`src/core/pfs_pkg.sv`:
```
// Constants and types for the pin function select and slew block.
// How it works
// - Each pin's 2-bit slew code is msb from one register, lsb from another.
// - Slew code 00 fastest, 01 four, 10 eight, 11 sixteen times slower.
// - Slew register bits drive the pad slew controls directly and continuously.
// - A remapped output overrides every other digital function on a non-analog pin.
// - A remapped function never overrides the pin's analog function.
// - Input routing and output routing use separate independent registers.
// - Bidirectional pins take remapped inputs and outputs; input-only pins take inputs.
// - Each remappable input has an 8-bit field naming the pin number.
// - Code 0 grounds the input, 1 picks comparator one, 181 input pin.
// - Timer-2 clock select sits in bits 7-0; upper bits read zero.
// - A lock with a two-key unlock guards established routing.
// - Overvoltage detect tri-states all pins until it clears.
// - Pins shared with analog inputs come up analog after any reset.
// - Analog pins have digital input off and read zero in level and latch.
// - The output driver may be enabled while the analog function is on.
// - Pin functions follow fixed priority; higher enabled ones block lower.
// - Each pin has independent weak pull-up and pull-down enable bits.
package pfs_pkg;
  localparam int NPIN  = 8;
  localparam int NINO  = 8;
  localparam int NPOUT = 4;
  localparam int AW    = 7;
  localparam int OR_W  = 3;
  localparam logic [AW-1:0] OFF_ANALOG = 7'h00;
  localparam logic [AW-1:0] OFF_DIR    = 7'h04;
  localparam logic [AW-1:0] OFF_LATCH  = 7'h08;
  localparam logic [AW-1:0] OFF_LEVEL  = 7'h0C;
  localparam logic [AW-1:0] OFF_PU     = 7'h10;
  localparam logic [AW-1:0] OFF_PD     = 7'h14;
  localparam logic [AW-1:0] OFF_SMSB   = 7'h18;
  localparam logic [AW-1:0] OFF_SLSB   = 7'h1C;
  localparam logic [AW-1:0] OFF_T2SEL  = 7'h20;
  localparam logic [AW-1:0] OFF_SL1SEL = 7'h24;
  localparam logic [AW-1:0] OFF_SL2SEL = 7'h28;
  localparam logic [AW-1:0] OFF_LOCK   = 7'h2C;
  localparam logic [AW-1:0] OFF_OROUTE = 7'h30;
  localparam logic [7:0] ANALOG_RST = 8'hFF;
  localparam logic [7:0] DIR_RST    = 8'hFF;
  localparam logic [7:0] SEL_GND    = 8'h00;
  localparam logic [7:0] SEL_CMP    = 8'h01;
  localparam logic [7:0] SEL_BIDIR  = 8'h20;
  localparam logic [7:0] SEL_BID_E  = 8'h28;
  localparam logic [7:0] SEL_INO    = 8'hB0;
  localparam logic [7:0] SEL_INO_E  = 8'hB8;
  localparam logic [7:0] KEY_A      = 8'h55;
  localparam logic [7:0] KEY_B      = 8'hAA;
  localparam logic [OR_W-1:0] OR_NONE = 3'h0;
  localparam logic [OR_W-1:0] OR_LAST = 3'h4;
  typedef enum logic [1:0] {
    SLEW_FAST = 2'b00,
    SLEW_X4   = 2'b01,
    SLEW_X8   = 2'b10,
    SLEW_X16  = 2'b11
  } pfs_slew_t;
  typedef enum logic [1:0] {
    LK_OPEN = 2'b00,
    LK_SHUT = 2'b01,
    LK_KEY  = 2'b10
  } pfs_lock_t;
  typedef struct packed {
    logic      out;
    logic      oe_n;
    logic      pu;
    logic      pd;
    pfs_slew_t slew;
  } pfs_pad_t;
  typedef struct packed {
    logic en;
    logic oe;
    logic out;
  } pfs_fix_t;
endpackage

```
`src/core/pfs_pin_config.sv`:
```
// Pin configuration block: slew, routing, analog select, pulls and overvoltage.
`timescale 1ns/1ps
module pfs_pin_config (
  input  wire logic                                  clock,
  input  wire logic                                  rst,
  input  wire logic                                  ce,
  input  wire logic [pfs_pkg::AW-1:0]                avs_address,
  input  wire logic                                  avs_read,
  input  wire logic                                  avs_write,
  input  wire logic [31:0]                           avs_writedata,
  input  wire logic [3:0]                            avs_byteenable,
  output logic [31:0]                                avs_readdata,
  output logic                                       avs_waitrequest,
  input  wire logic [pfs_pkg::NPIN-1:0]              pin_in,
  input  wire logic [pfs_pkg::NINO-1:0]              ino_pin_in,
  input  wire logic                                  core_overvoltage_detect,
  input  wire logic                                  comparator_one_output,
  input  wire pfs_pkg::pfs_fix_t [pfs_pkg::NPIN-1:0] fix_fn,
  input  wire logic [pfs_pkg::NPOUT-1:0]             periph_out,
  output pfs_pkg::pfs_pad_t [pfs_pkg::NPIN-1:0]      pad,
  output logic [pfs_pkg::NPIN-1:0]                   pin_level,
  output logic                                       timer2_ext_clock_in,
  output logic                                       sensor_link1_in,
  output logic                                       sensor_link2_in,
  output logic                                       route_locked
);
  import pfs_pkg::*;

  logic [NPIN-1:0] analog_select_r;
  logic [NPIN-1:0] direction_r;
  logic [NPIN-1:0] output_latch_r;
  logic [NPIN-1:0] pullup_enable_r;
  logic [NPIN-1:0] pulldown_enable_r;
  logic [NPIN-1:0] slew_msb_r;
  logic [NPIN-1:0] slew_lsb_r;
  logic [7:0]      t2_route_r;
  logic [7:0]      sl1_route_r;
  logic [7:0]      sl2_route_r;
  logic [OR_W-1:0] oroute_r [NPIN];
  pfs_lock_t       lock_r;
  logic [NPIN-1:0] pin_s1_r;
  logic [NPIN-1:0] pin_s2_r;
  logic [NINO-1:0] ino_s1_r;
  logic [NINO-1:0] ino_s2_r;
  logic            hv_s1_r;
  logic            hv_s2_r;
  logic [NPIN-1:0] pin_level_r;
  logic            rd_valid_r;
  logic [31:0]     rdata_nxt;
  logic [31:0]     rdata_r;
  logic            wr_go;
  logic            rt_ok;
  logic [NPIN-1:0] dig_in;

  // Writes complete in the cycle they are presented; reads take one wait.
  assign avs_waitrequest = ~ce | (avs_read & ~rd_valid_r);
  assign wr_go           = ce & avs_write;
  assign rt_ok           = (lock_r == LK_OPEN);
  assign avs_readdata    = rdata_r;
  assign route_locked    = ~rt_ok;
  assign pin_level       = pin_level_r;
  // Analog pins have their digital input buffer switched off.
  assign dig_in          = pin_s2_r & ~analog_select_r;

  // Outside levels are resynchronised before any logic looks at them.
  always_ff @(posedge clock)
  begin
    if (rst)
    begin
      pin_s1_r <= '0;
      pin_s2_r <= '0;
      ino_s1_r <= '0;
      ino_s2_r <= '0;
      hv_s1_r  <= 1'b0;
      hv_s2_r  <= 1'b0;
    end
    else if (ce)
    begin
      pin_s1_r <= pin_in;
      pin_s2_r <= pin_s1_r;
      ino_s1_r <= ino_pin_in;
      ino_s2_r <= ino_s1_r;
      hv_s1_r  <= core_overvoltage_detect;
      hv_s2_r  <= hv_s1_r;
    end
  end

  // Port configuration registers; all take effect the cycle after a write.
  always_ff @(posedge clock)
  begin
    if (rst)
    begin
      analog_select_r   <= ANALOG_RST;
      direction_r       <= DIR_RST;
      output_latch_r    <= '0;
      pullup_enable_r   <= '0;
      pulldown_enable_r <= '0;
      slew_msb_r        <= '0;
      slew_lsb_r        <= '0;
    end
    else if (wr_go && avs_byteenable[0])
    begin
      case (avs_address)
        OFF_ANALOG: analog_select_r   <= avs_writedata[NPIN-1:0];
        OFF_DIR:    direction_r       <= avs_writedata[NPIN-1:0];
        OFF_LATCH:  output_latch_r    <= avs_writedata[NPIN-1:0];
        OFF_PU:     pullup_enable_r   <= avs_writedata[NPIN-1:0];
        OFF_PD:     pulldown_enable_r <= avs_writedata[NPIN-1:0];
        OFF_SMSB:   slew_msb_r        <= avs_writedata[NPIN-1:0];
        OFF_SLSB:   slew_lsb_r        <= avs_writedata[NPIN-1:0];
        default:    analog_select_r   <= analog_select_r;
      endcase
    end
  end

  // Input routing, one field per peripheral input, separate from outputs.
  always_ff @(posedge clock)
  begin
    if (rst)
    begin
      t2_route_r  <= SEL_GND;
      sl1_route_r <= SEL_GND;
      sl2_route_r <= SEL_GND;
    end
    else if (wr_go && rt_ok)
    begin
      if (avs_address == OFF_T2SEL && avs_byteenable[0])
        t2_route_r <= avs_writedata[7:0];
      if (avs_address == OFF_SL1SEL && avs_byteenable[1])
        sl1_route_r <= avs_writedata[15:8];
      if (avs_address == OFF_SL2SEL && avs_byteenable[0])
        sl2_route_r <= avs_writedata[7:0];
    end
  end

  // Locking needs two keys in a row to reopen, so a stray write cannot.
  always_ff @(posedge clock)
  begin
    if (rst)
      lock_r <= LK_OPEN;
    else if (wr_go && avs_address == OFF_LOCK && avs_byteenable[0])
    begin
      case (lock_r)
        LK_OPEN: lock_r <= avs_writedata[0] ? LK_SHUT : LK_OPEN;
        LK_SHUT: lock_r <= (avs_writedata[7:0] == KEY_A) ? LK_KEY : LK_SHUT;
        LK_KEY:  lock_r <= (avs_writedata[7:0] == KEY_B) ? LK_OPEN : LK_SHUT;
        default: lock_r <= LK_SHUT;
      endcase
    end
  end

  // Pin number decode: ground, comparator, bidirectional or input-only pins.
  function automatic logic pick(input logic [7:0] s);
    logic [7:0] d;
    logic [7:0] e;
    d = s - SEL_BIDIR;
    e = s - SEL_INO;
    if (s == SEL_CMP)
      pick = comparator_one_output;
    else if (s >= SEL_BIDIR && s < SEL_BID_E)
      pick = dig_in[d[2:0]];
    else if (s >= SEL_INO && s < SEL_INO_E)
      pick = ino_s2_r[e[2:0]];
    else
      pick = 1'b0;
  endfunction

  // Unrouted inputs sit at ground, so a peripheral sees nothing until routed.
  always_ff @(posedge clock)
  begin
    if (rst)
    begin
      timer2_ext_clock_in <= 1'b0;
      sensor_link1_in     <= 1'b0;
      sensor_link2_in     <= 1'b0;
      pin_level_r         <= '0;
    end
    else if (ce)
    begin
      timer2_ext_clock_in <= pick(t2_route_r);
      sensor_link1_in     <= pick(sl1_route_r);
      sensor_link2_in     <= pick(sl2_route_r);
      pin_level_r         <= dig_in;
    end
  end

  // Per pin: output route field, priority and pad drive.
  genvar gi;
  generate
    for (gi = 0; gi < NPIN; gi++)
    begin : g_pin
      logic    rmp;
      logic    rval;
      logic    ana;
      logic    hvb;
      logic    out_r;
      logic    oe_n_r;
      logic    pu_r;
      logic    pd_r;
      always_ff @(posedge clock)
      begin
        if (rst)
          oroute_r[gi] <= OR_NONE;
        else if (wr_go && rt_ok && avs_byteenable[0]
                 && avs_address == OFF_OROUTE + 7'(4 * gi))
          oroute_r[gi] <= avs_writedata[OR_W-1:0];
      end
      assign rmp  = (oroute_r[gi] != OR_NONE) && (oroute_r[gi] <= OR_LAST);
      assign rval = rmp ? periph_out[2'(oroute_r[gi] - 3'h1)] : 1'b0;
      assign ana  = analog_select_r[gi];
      assign hvb  = hv_s2_r;
      // Pulls are their own concern; overvoltage drops them with the drivers.
      always_ff @(posedge clock)
      begin
        if (rst)
        begin
          pu_r <= 1'b0;
          pd_r <= 1'b0;
        end
        else if (ce)
        begin
          pu_r <= pullup_enable_r[gi] & ~hvb;
          pd_r <= pulldown_enable_r[gi] & ~hvb;
        end
      end
      // Overvoltage first, then remapped output and fixed function on non-analog pins, then plain port.
      always_ff @(posedge clock)
      begin
        if (rst)
        begin
          out_r  <= 1'b0;
          oe_n_r <= 1'b1;
        end
        else if (ce)
        begin
          if (hvb)
          begin
            out_r  <= 1'b0;
            oe_n_r <= 1'b1;
          end
          else if (rmp && !ana)
          begin
            out_r  <= rval;
            oe_n_r <= 1'b0;
          end
          else if (fix_fn[gi].en && !ana)
          begin
            out_r  <= fix_fn[gi].out;
            oe_n_r <= ~fix_fn[gi].oe;
          end
          else
          begin
            // The port driver stays usable under analog; contention is the user's risk.
            out_r  <= output_latch_r[gi];
            oe_n_r <= direction_r[gi];
          end
        end
      end
      assign pad[gi].out  = out_r;
      assign pad[gi].oe_n = oe_n_r;
      assign pad[gi].pu   = pu_r;
      assign pad[gi].pd   = pd_r;
      assign pad[gi].slew = pfs_slew_t'({slew_msb_r[gi], slew_lsb_r[gi]});
    end
  endgenerate

  // Read mux; unmapped and unimplemented bits read zero.
  always_comb
  begin
    rdata_nxt = 32'h0000_0000;
    case (avs_address)
      OFF_ANALOG: rdata_nxt[NPIN-1:0] = analog_select_r;
      OFF_DIR:    rdata_nxt[NPIN-1:0] = direction_r;
      OFF_LATCH:  rdata_nxt[NPIN-1:0] = output_latch_r & ~analog_select_r;
      OFF_LEVEL:  rdata_nxt[NPIN-1:0] = pin_level_r;
      OFF_PU:     rdata_nxt[NPIN-1:0] = pullup_enable_r;
      OFF_PD:     rdata_nxt[NPIN-1:0] = pulldown_enable_r;
      OFF_SMSB:   rdata_nxt[NPIN-1:0] = slew_msb_r;
      OFF_SLSB:   rdata_nxt[NPIN-1:0] = slew_lsb_r;
      OFF_T2SEL:  rdata_nxt[7:0]      = t2_route_r;
      OFF_SL1SEL: rdata_nxt[15:8]     = sl1_route_r;
      OFF_SL2SEL: rdata_nxt[7:0]      = sl2_route_r;
      OFF_LOCK:   rdata_nxt[0]        = ~rt_ok;
      default:
      begin
        for (int k = 0; k < NPIN; k++)
          if (avs_address == OFF_OROUTE + 7'(4 * k))
            rdata_nxt[OR_W-1:0] = oroute_r[k];
      end
    endcase
  end

  always_ff @(posedge clock)
  begin
    if (rst)
    begin
      rd_valid_r <= 1'b0;
      rdata_r    <= 32'h0000_0000;
    end
    else if (ce)
    begin
      rd_valid_r <= avs_read & ~rd_valid_r;
      rdata_r    <= rdata_nxt;
    end
  end
endmodule

```
`config.mk`:
```
export PLATFORM = sky130hd
export DESIGN_NAME = pfs_pin_config
export DESIGN_NICKNAME = d
export VERILOG_FILES = /design/src/core/pfs_pkg.sv /design/src/core/pfs_pin_config.sv
export SDC_FILE = /design/constraint.sdc
export NUM_CORES = 1
export LEC_CHECK = 0
export BUFFER_PORTS_ARGS = -buffer_cell sky130_fd_sc_hd__buf_2
export CAP_MARGIN = 10
export CORE_MARGIN = 3
export CORE_UTILIZATION = 40
export DETAILED_ROUTE_END_ITERATION = 16
export GPL_TIMING_DRIVEN = 1
export PLACE_DENSITY_LB_ADDON = 0.12
export SETUP_SLACK_MARGIN = 0.02
export SYNTH_ARGS = -nofsm -noshare
export SYNTH_HDL_FRONTEND = slang
export SYNTH_SLANG_ARGS = --single-unit
```
`constraint.sdc`:
```
create_clock -name clock -period 2.12 [get_ports clock]
set_clock_uncertainty 0.1 [all_clocks]
set_input_delay 0.212 -clock clock [delete_from_list [all_inputs] [get_ports clock]]
set_output_delay 0.212 -clock clock [all_outputs]
set_load 0.02 [all_outputs]
```
==> impl_metrics.csv <==
group,metric,value,unit
outcome,status,"finished, final reports clean",
route,wl,32500,um
route,drtAntennaViolNets,0,
route,via_count,8875,
route,firstDrtPassIters,5,
logic_synthesis,synth.distinct_cells,74,
logic_synthesis,synth.avg_cell_area,8.83,um2
pwr,netSwitchingFraction,0.275,
logic_synthesis,synth-xor-area-share,0.00690,
logic_synthesis,yosysSeqAreaShare,0.418,
pwr,ir_drop,0.619,mV
logic_synthesis,yosys_most_used_dff,"dfxtp_1",
hold_path,hold_class,"in -> reg",
worst_setup_path,cp.required,2.34,ns
timing,worst_pin_slew,0.529,ns
worst_setup_path,slowest_delay,0.46,ns
logic_synthesis,synth_compound_area_frac,0.124,
floorplanning,initial_core_util,0.413,
logic_synthesis,yosys-mux-area-fraction,0.144,
global_route,grt_max_degree,72,
logic_synthesis,syn_inst,1150,
pwr,total_leakage_power,5.14,nW
route,drtIter0Drc,922,
timing,period_needed,1.94,ns
timing,drv_slew,0,
timing,hold_violations,0,
clock_network,cts_tree,"built",
route,via_per_inst,5.45,
global_route,gr-total-overflow,0,
layout,n_antenna_cell,0,
layout,area_growth,18.8,%
logic_synthesis,synth_top_area_frac,0.347,
logic_synthesis,synth_enable_flop_cells,24,
worst_setup_path,crit_path_top_delay_cell,"xor2_1",
clock_network,cts-root-buf,"clkbuf_16",
layout,final_layout_size_suffix_gt1_frac,0.220,
logic_synthesis,synth_area_leaders,"dfxtp_1, mux2i_1, nor2_1, edfxtp_1, mux4_2",
floorplanning,rows,57,
clock_network,cts.sinks,200,
floorplanning,ios,187,
global_route,antenna_found_initial,2,
worst_setup_path,end_kind,"register",
logic_synthesis,ys_warn_count,0,
timing,grt_setup_unrepaired,"false",
floorplanning,fp.dieH,165,um
clock_network,htree_levels,4,
route,drc,0,
placement,io_buffers,152,
logic_synthesis,synth_top_family_by_area,"simple AND/OR/NAND/NOR gates",
worst_setup_path,path_cells,"inv_1 > ha_1 > xor2_1 > nor2b_1 > nor2_1 > o221ai_1 > a21oi_1",
placement,dpl.hpwl,23400,um
job,maxCapViolations,0,
pwr,seqPwrFrac,0.490,
logic_synthesis,synth_seq_cells,200,
timing,hold_ws,0.0115,ns
logic_synthesis,synthSimpleGateAreaFrac,0.219,
pwr,power.switching,0.00220,W
worst_setup_path,critPathKind,"reg -> reg",
global_route,grt_pass1_wl,49200,um
logic_synthesis,synth-adder-area-share,0.00986,
clock_network,insertion_delay,0.44,ns
pwr,pwr-share-clk,0.412,
timing,timing.final.crit_share,0.914,
timing,finalSetupViolations,0,
floorplanning,dieArea,27300,um2
clock_network,cts_setup_buffers,0,
logic_synthesis,synth_top_area_cell,"dfxtp_1",
clock_network,numCtsBuffers,17,
route,wl_per_cell,19.9,um
worst_setup_path,start_kind,"register",
clock_network,path_clk_slew,0.08,ns
global_route,track_usage,0.236,
pwr,pwr_density_cell,663,nW/um2
worst_setup_path,path_max_fanout,4,
logic_synthesis,async_flop_share,0,
pwr,intPower,0.00581,W
worst_setup_path,worstPathArrival,2.16,ns
layout,final_nets,1393,
global_route,grt_pass1_vias,8256,
placement,globalplace.congestion,0.940,
floorplanning,fp.coreArea,24600,um2
timing,timing.fmax,516,MHz
pwr,total_power,0.00800,W
clock_network,clk_path_buf_depth,2,
timing,relSlewSlack,0.638,
pwr,pwr-share-comb,0.098,
floorplanning,die_w,165,um
logic_synthesis,syn-cell-area,10200,um2
cell families (layout without fill, tap and decap cells):
logic type	after synthesis	count (layout)
AO/OA/AOI/OAI	185	185
XOR/XNOR	8	8
adder cells (fa/ha/maj)	8	8
buffers and inverters	155	294
flip-flops	200	200
multiplexers	119	119
other	1	16
AND/OR/NAND/NOR	474	474
Yosys cell counts (13+ instances only):
master    instances
a21oi_1          59
mux4_2           21
nor2_1          197
mux2i_1          91
o21ai_0          18
nand2_1         120
nand3b_1         20
inv_1            33
dfxtp_1         176
buf_4            48
buf_2            13
nand2b_1         15
nor2b_1          13
clkbuf_1         50
edfxtp_1         24
a22oi_1          21
a31oi_1          16
nand3_1          48
cell type report:
cell class              count  area (um2)
repair buffers            228        1500
clock buffers              19         443
well taps                 324         405
clock inverters            13         146
multi-input cells         810        5200
fillers                  2447       12500
inverters                  34         128
flip-flops and latches    200        4250
per-stage QoR:
stage                     area, um2  worst slack (ns)  setup TNS [ns]  utilization  std cells
after global placement        11200           -0.0428         -0.0428        0.456       1570
after CTS                     12100            0.0379               0        0.490       1628
after global routing          12100            0.0325               0        0.491       1628
after detailed placement      11200           -0.0685         -0.0685        0.456       1570
after floorplan               10200            0.0659               0            -       1165
final                         12100             0.182               0        0.491       1628
power groups by stage:
stage	registers (W)	clock network (W)	logic, W
4_1_cts	0.00392	0.00336	0.000776
3_3_place_gp	0.00401	0	0.000733
5_1_grt	0.00393	0.00353	0.000842
3_5_place_dp	0.00401	0	0.000737
6_report	0.00392	0.00330	0.000781
2_1_floorplan	0.00400	0	0.000459
placed cells by master, fill, tap and decap left out, drive strengths merged, types with 4 or more instances in the layout:
master and instances:
buf 202, nor2 197, dfxtp 176, nand2 120, mux2i 91, a21oi 59
nand3 48, inv 42, dlygate4sd3 26, edfxtp 24, mux4 21, a22oi 21
nand3b 20, o21ai 19, clkbuf 19, a31oi 16, conb 16, nand2b 15
nor2b 13, nor3 11, o221ai 9, a221oi 9, or2 9, xor2 8
ha 8, and3 7, o22ai 7, mux2 7, o21bai 6, and2 6
nor4 5, o32ai 4, o211ai 4, or4 4, nor4b 4
worst max-delay path: cells and delay by family (launching register included):
family,cells,cell delay (ns)
xor gates and xnor gates,1,0.46
buffers and inverters,1,0.10
DFF,1,0.45
AOI/OAI and AO/OA,2,0.26
adders and majority gates,1,0.15
and+or+nand+nor,2,0.30
worst paths after layout:
check / from / endpoint / slack (ns) / cells past startpoint
hold / removal: rst / analog_select_r[0]$_SDFFE_PP1P_ / 0.01 / 2
setup reg to reg: oroute_r[1][6]$_SDFFCE_PN0P_ / g_pin[6].out_r$_SDFFE_PP0P_ / 0.18 / 7
setup / recovery: oroute_r[1][6]$_SDFFCE_PN0P_ / g_pin[6].out_r$_SDFFE_PP0P_ / 0.18 / 7
hold reg to reg: g_pin[2].out_r$_SDFFE_PP0P_ / g_pin[2].out_r$_SDFFE_PP0P_ / 0.36 / 2
metal layers:
metal,share of wire,vias up,GRT usage
met5,0.00071,-,0
met4,0.0099,4,0.0416
met3,0.075,26,0.0506
met2,0.45,322,0.370
met1,0.46,4255,0.341
li1,-,4268,-
sequential cells by signal, indices dropped and copies added (netlist names), 2 cells and up:
signal	cells
g_pin.out_r	8
avs_readdata	16
direction_r	8
sl2_route_r	8
pin_s1_r	8
pin_level	8
lock_r	2
ino_s1_r	8
pin_s2_r	8
output_latch_r	8
pullup_enable_r	8
pulldown_enable_r	8
sl1_route_r	8
analog_select_r	8
ino_s2_r	8
t2_route_r	8
slew_msb_r	8
g_pin.pu_r	8
g_pin.oe_n_r	8
slew_lsb_r	8
oroute_r	24
g_pin.pd_r	8
timing repair:
action,CTS,global route
setup endpoints to repair,0,2
hold buffers,26,0
gates resized for setup,0,2
endpoints found under the hold margin,26,0
(Power assumes the default switching activity.)
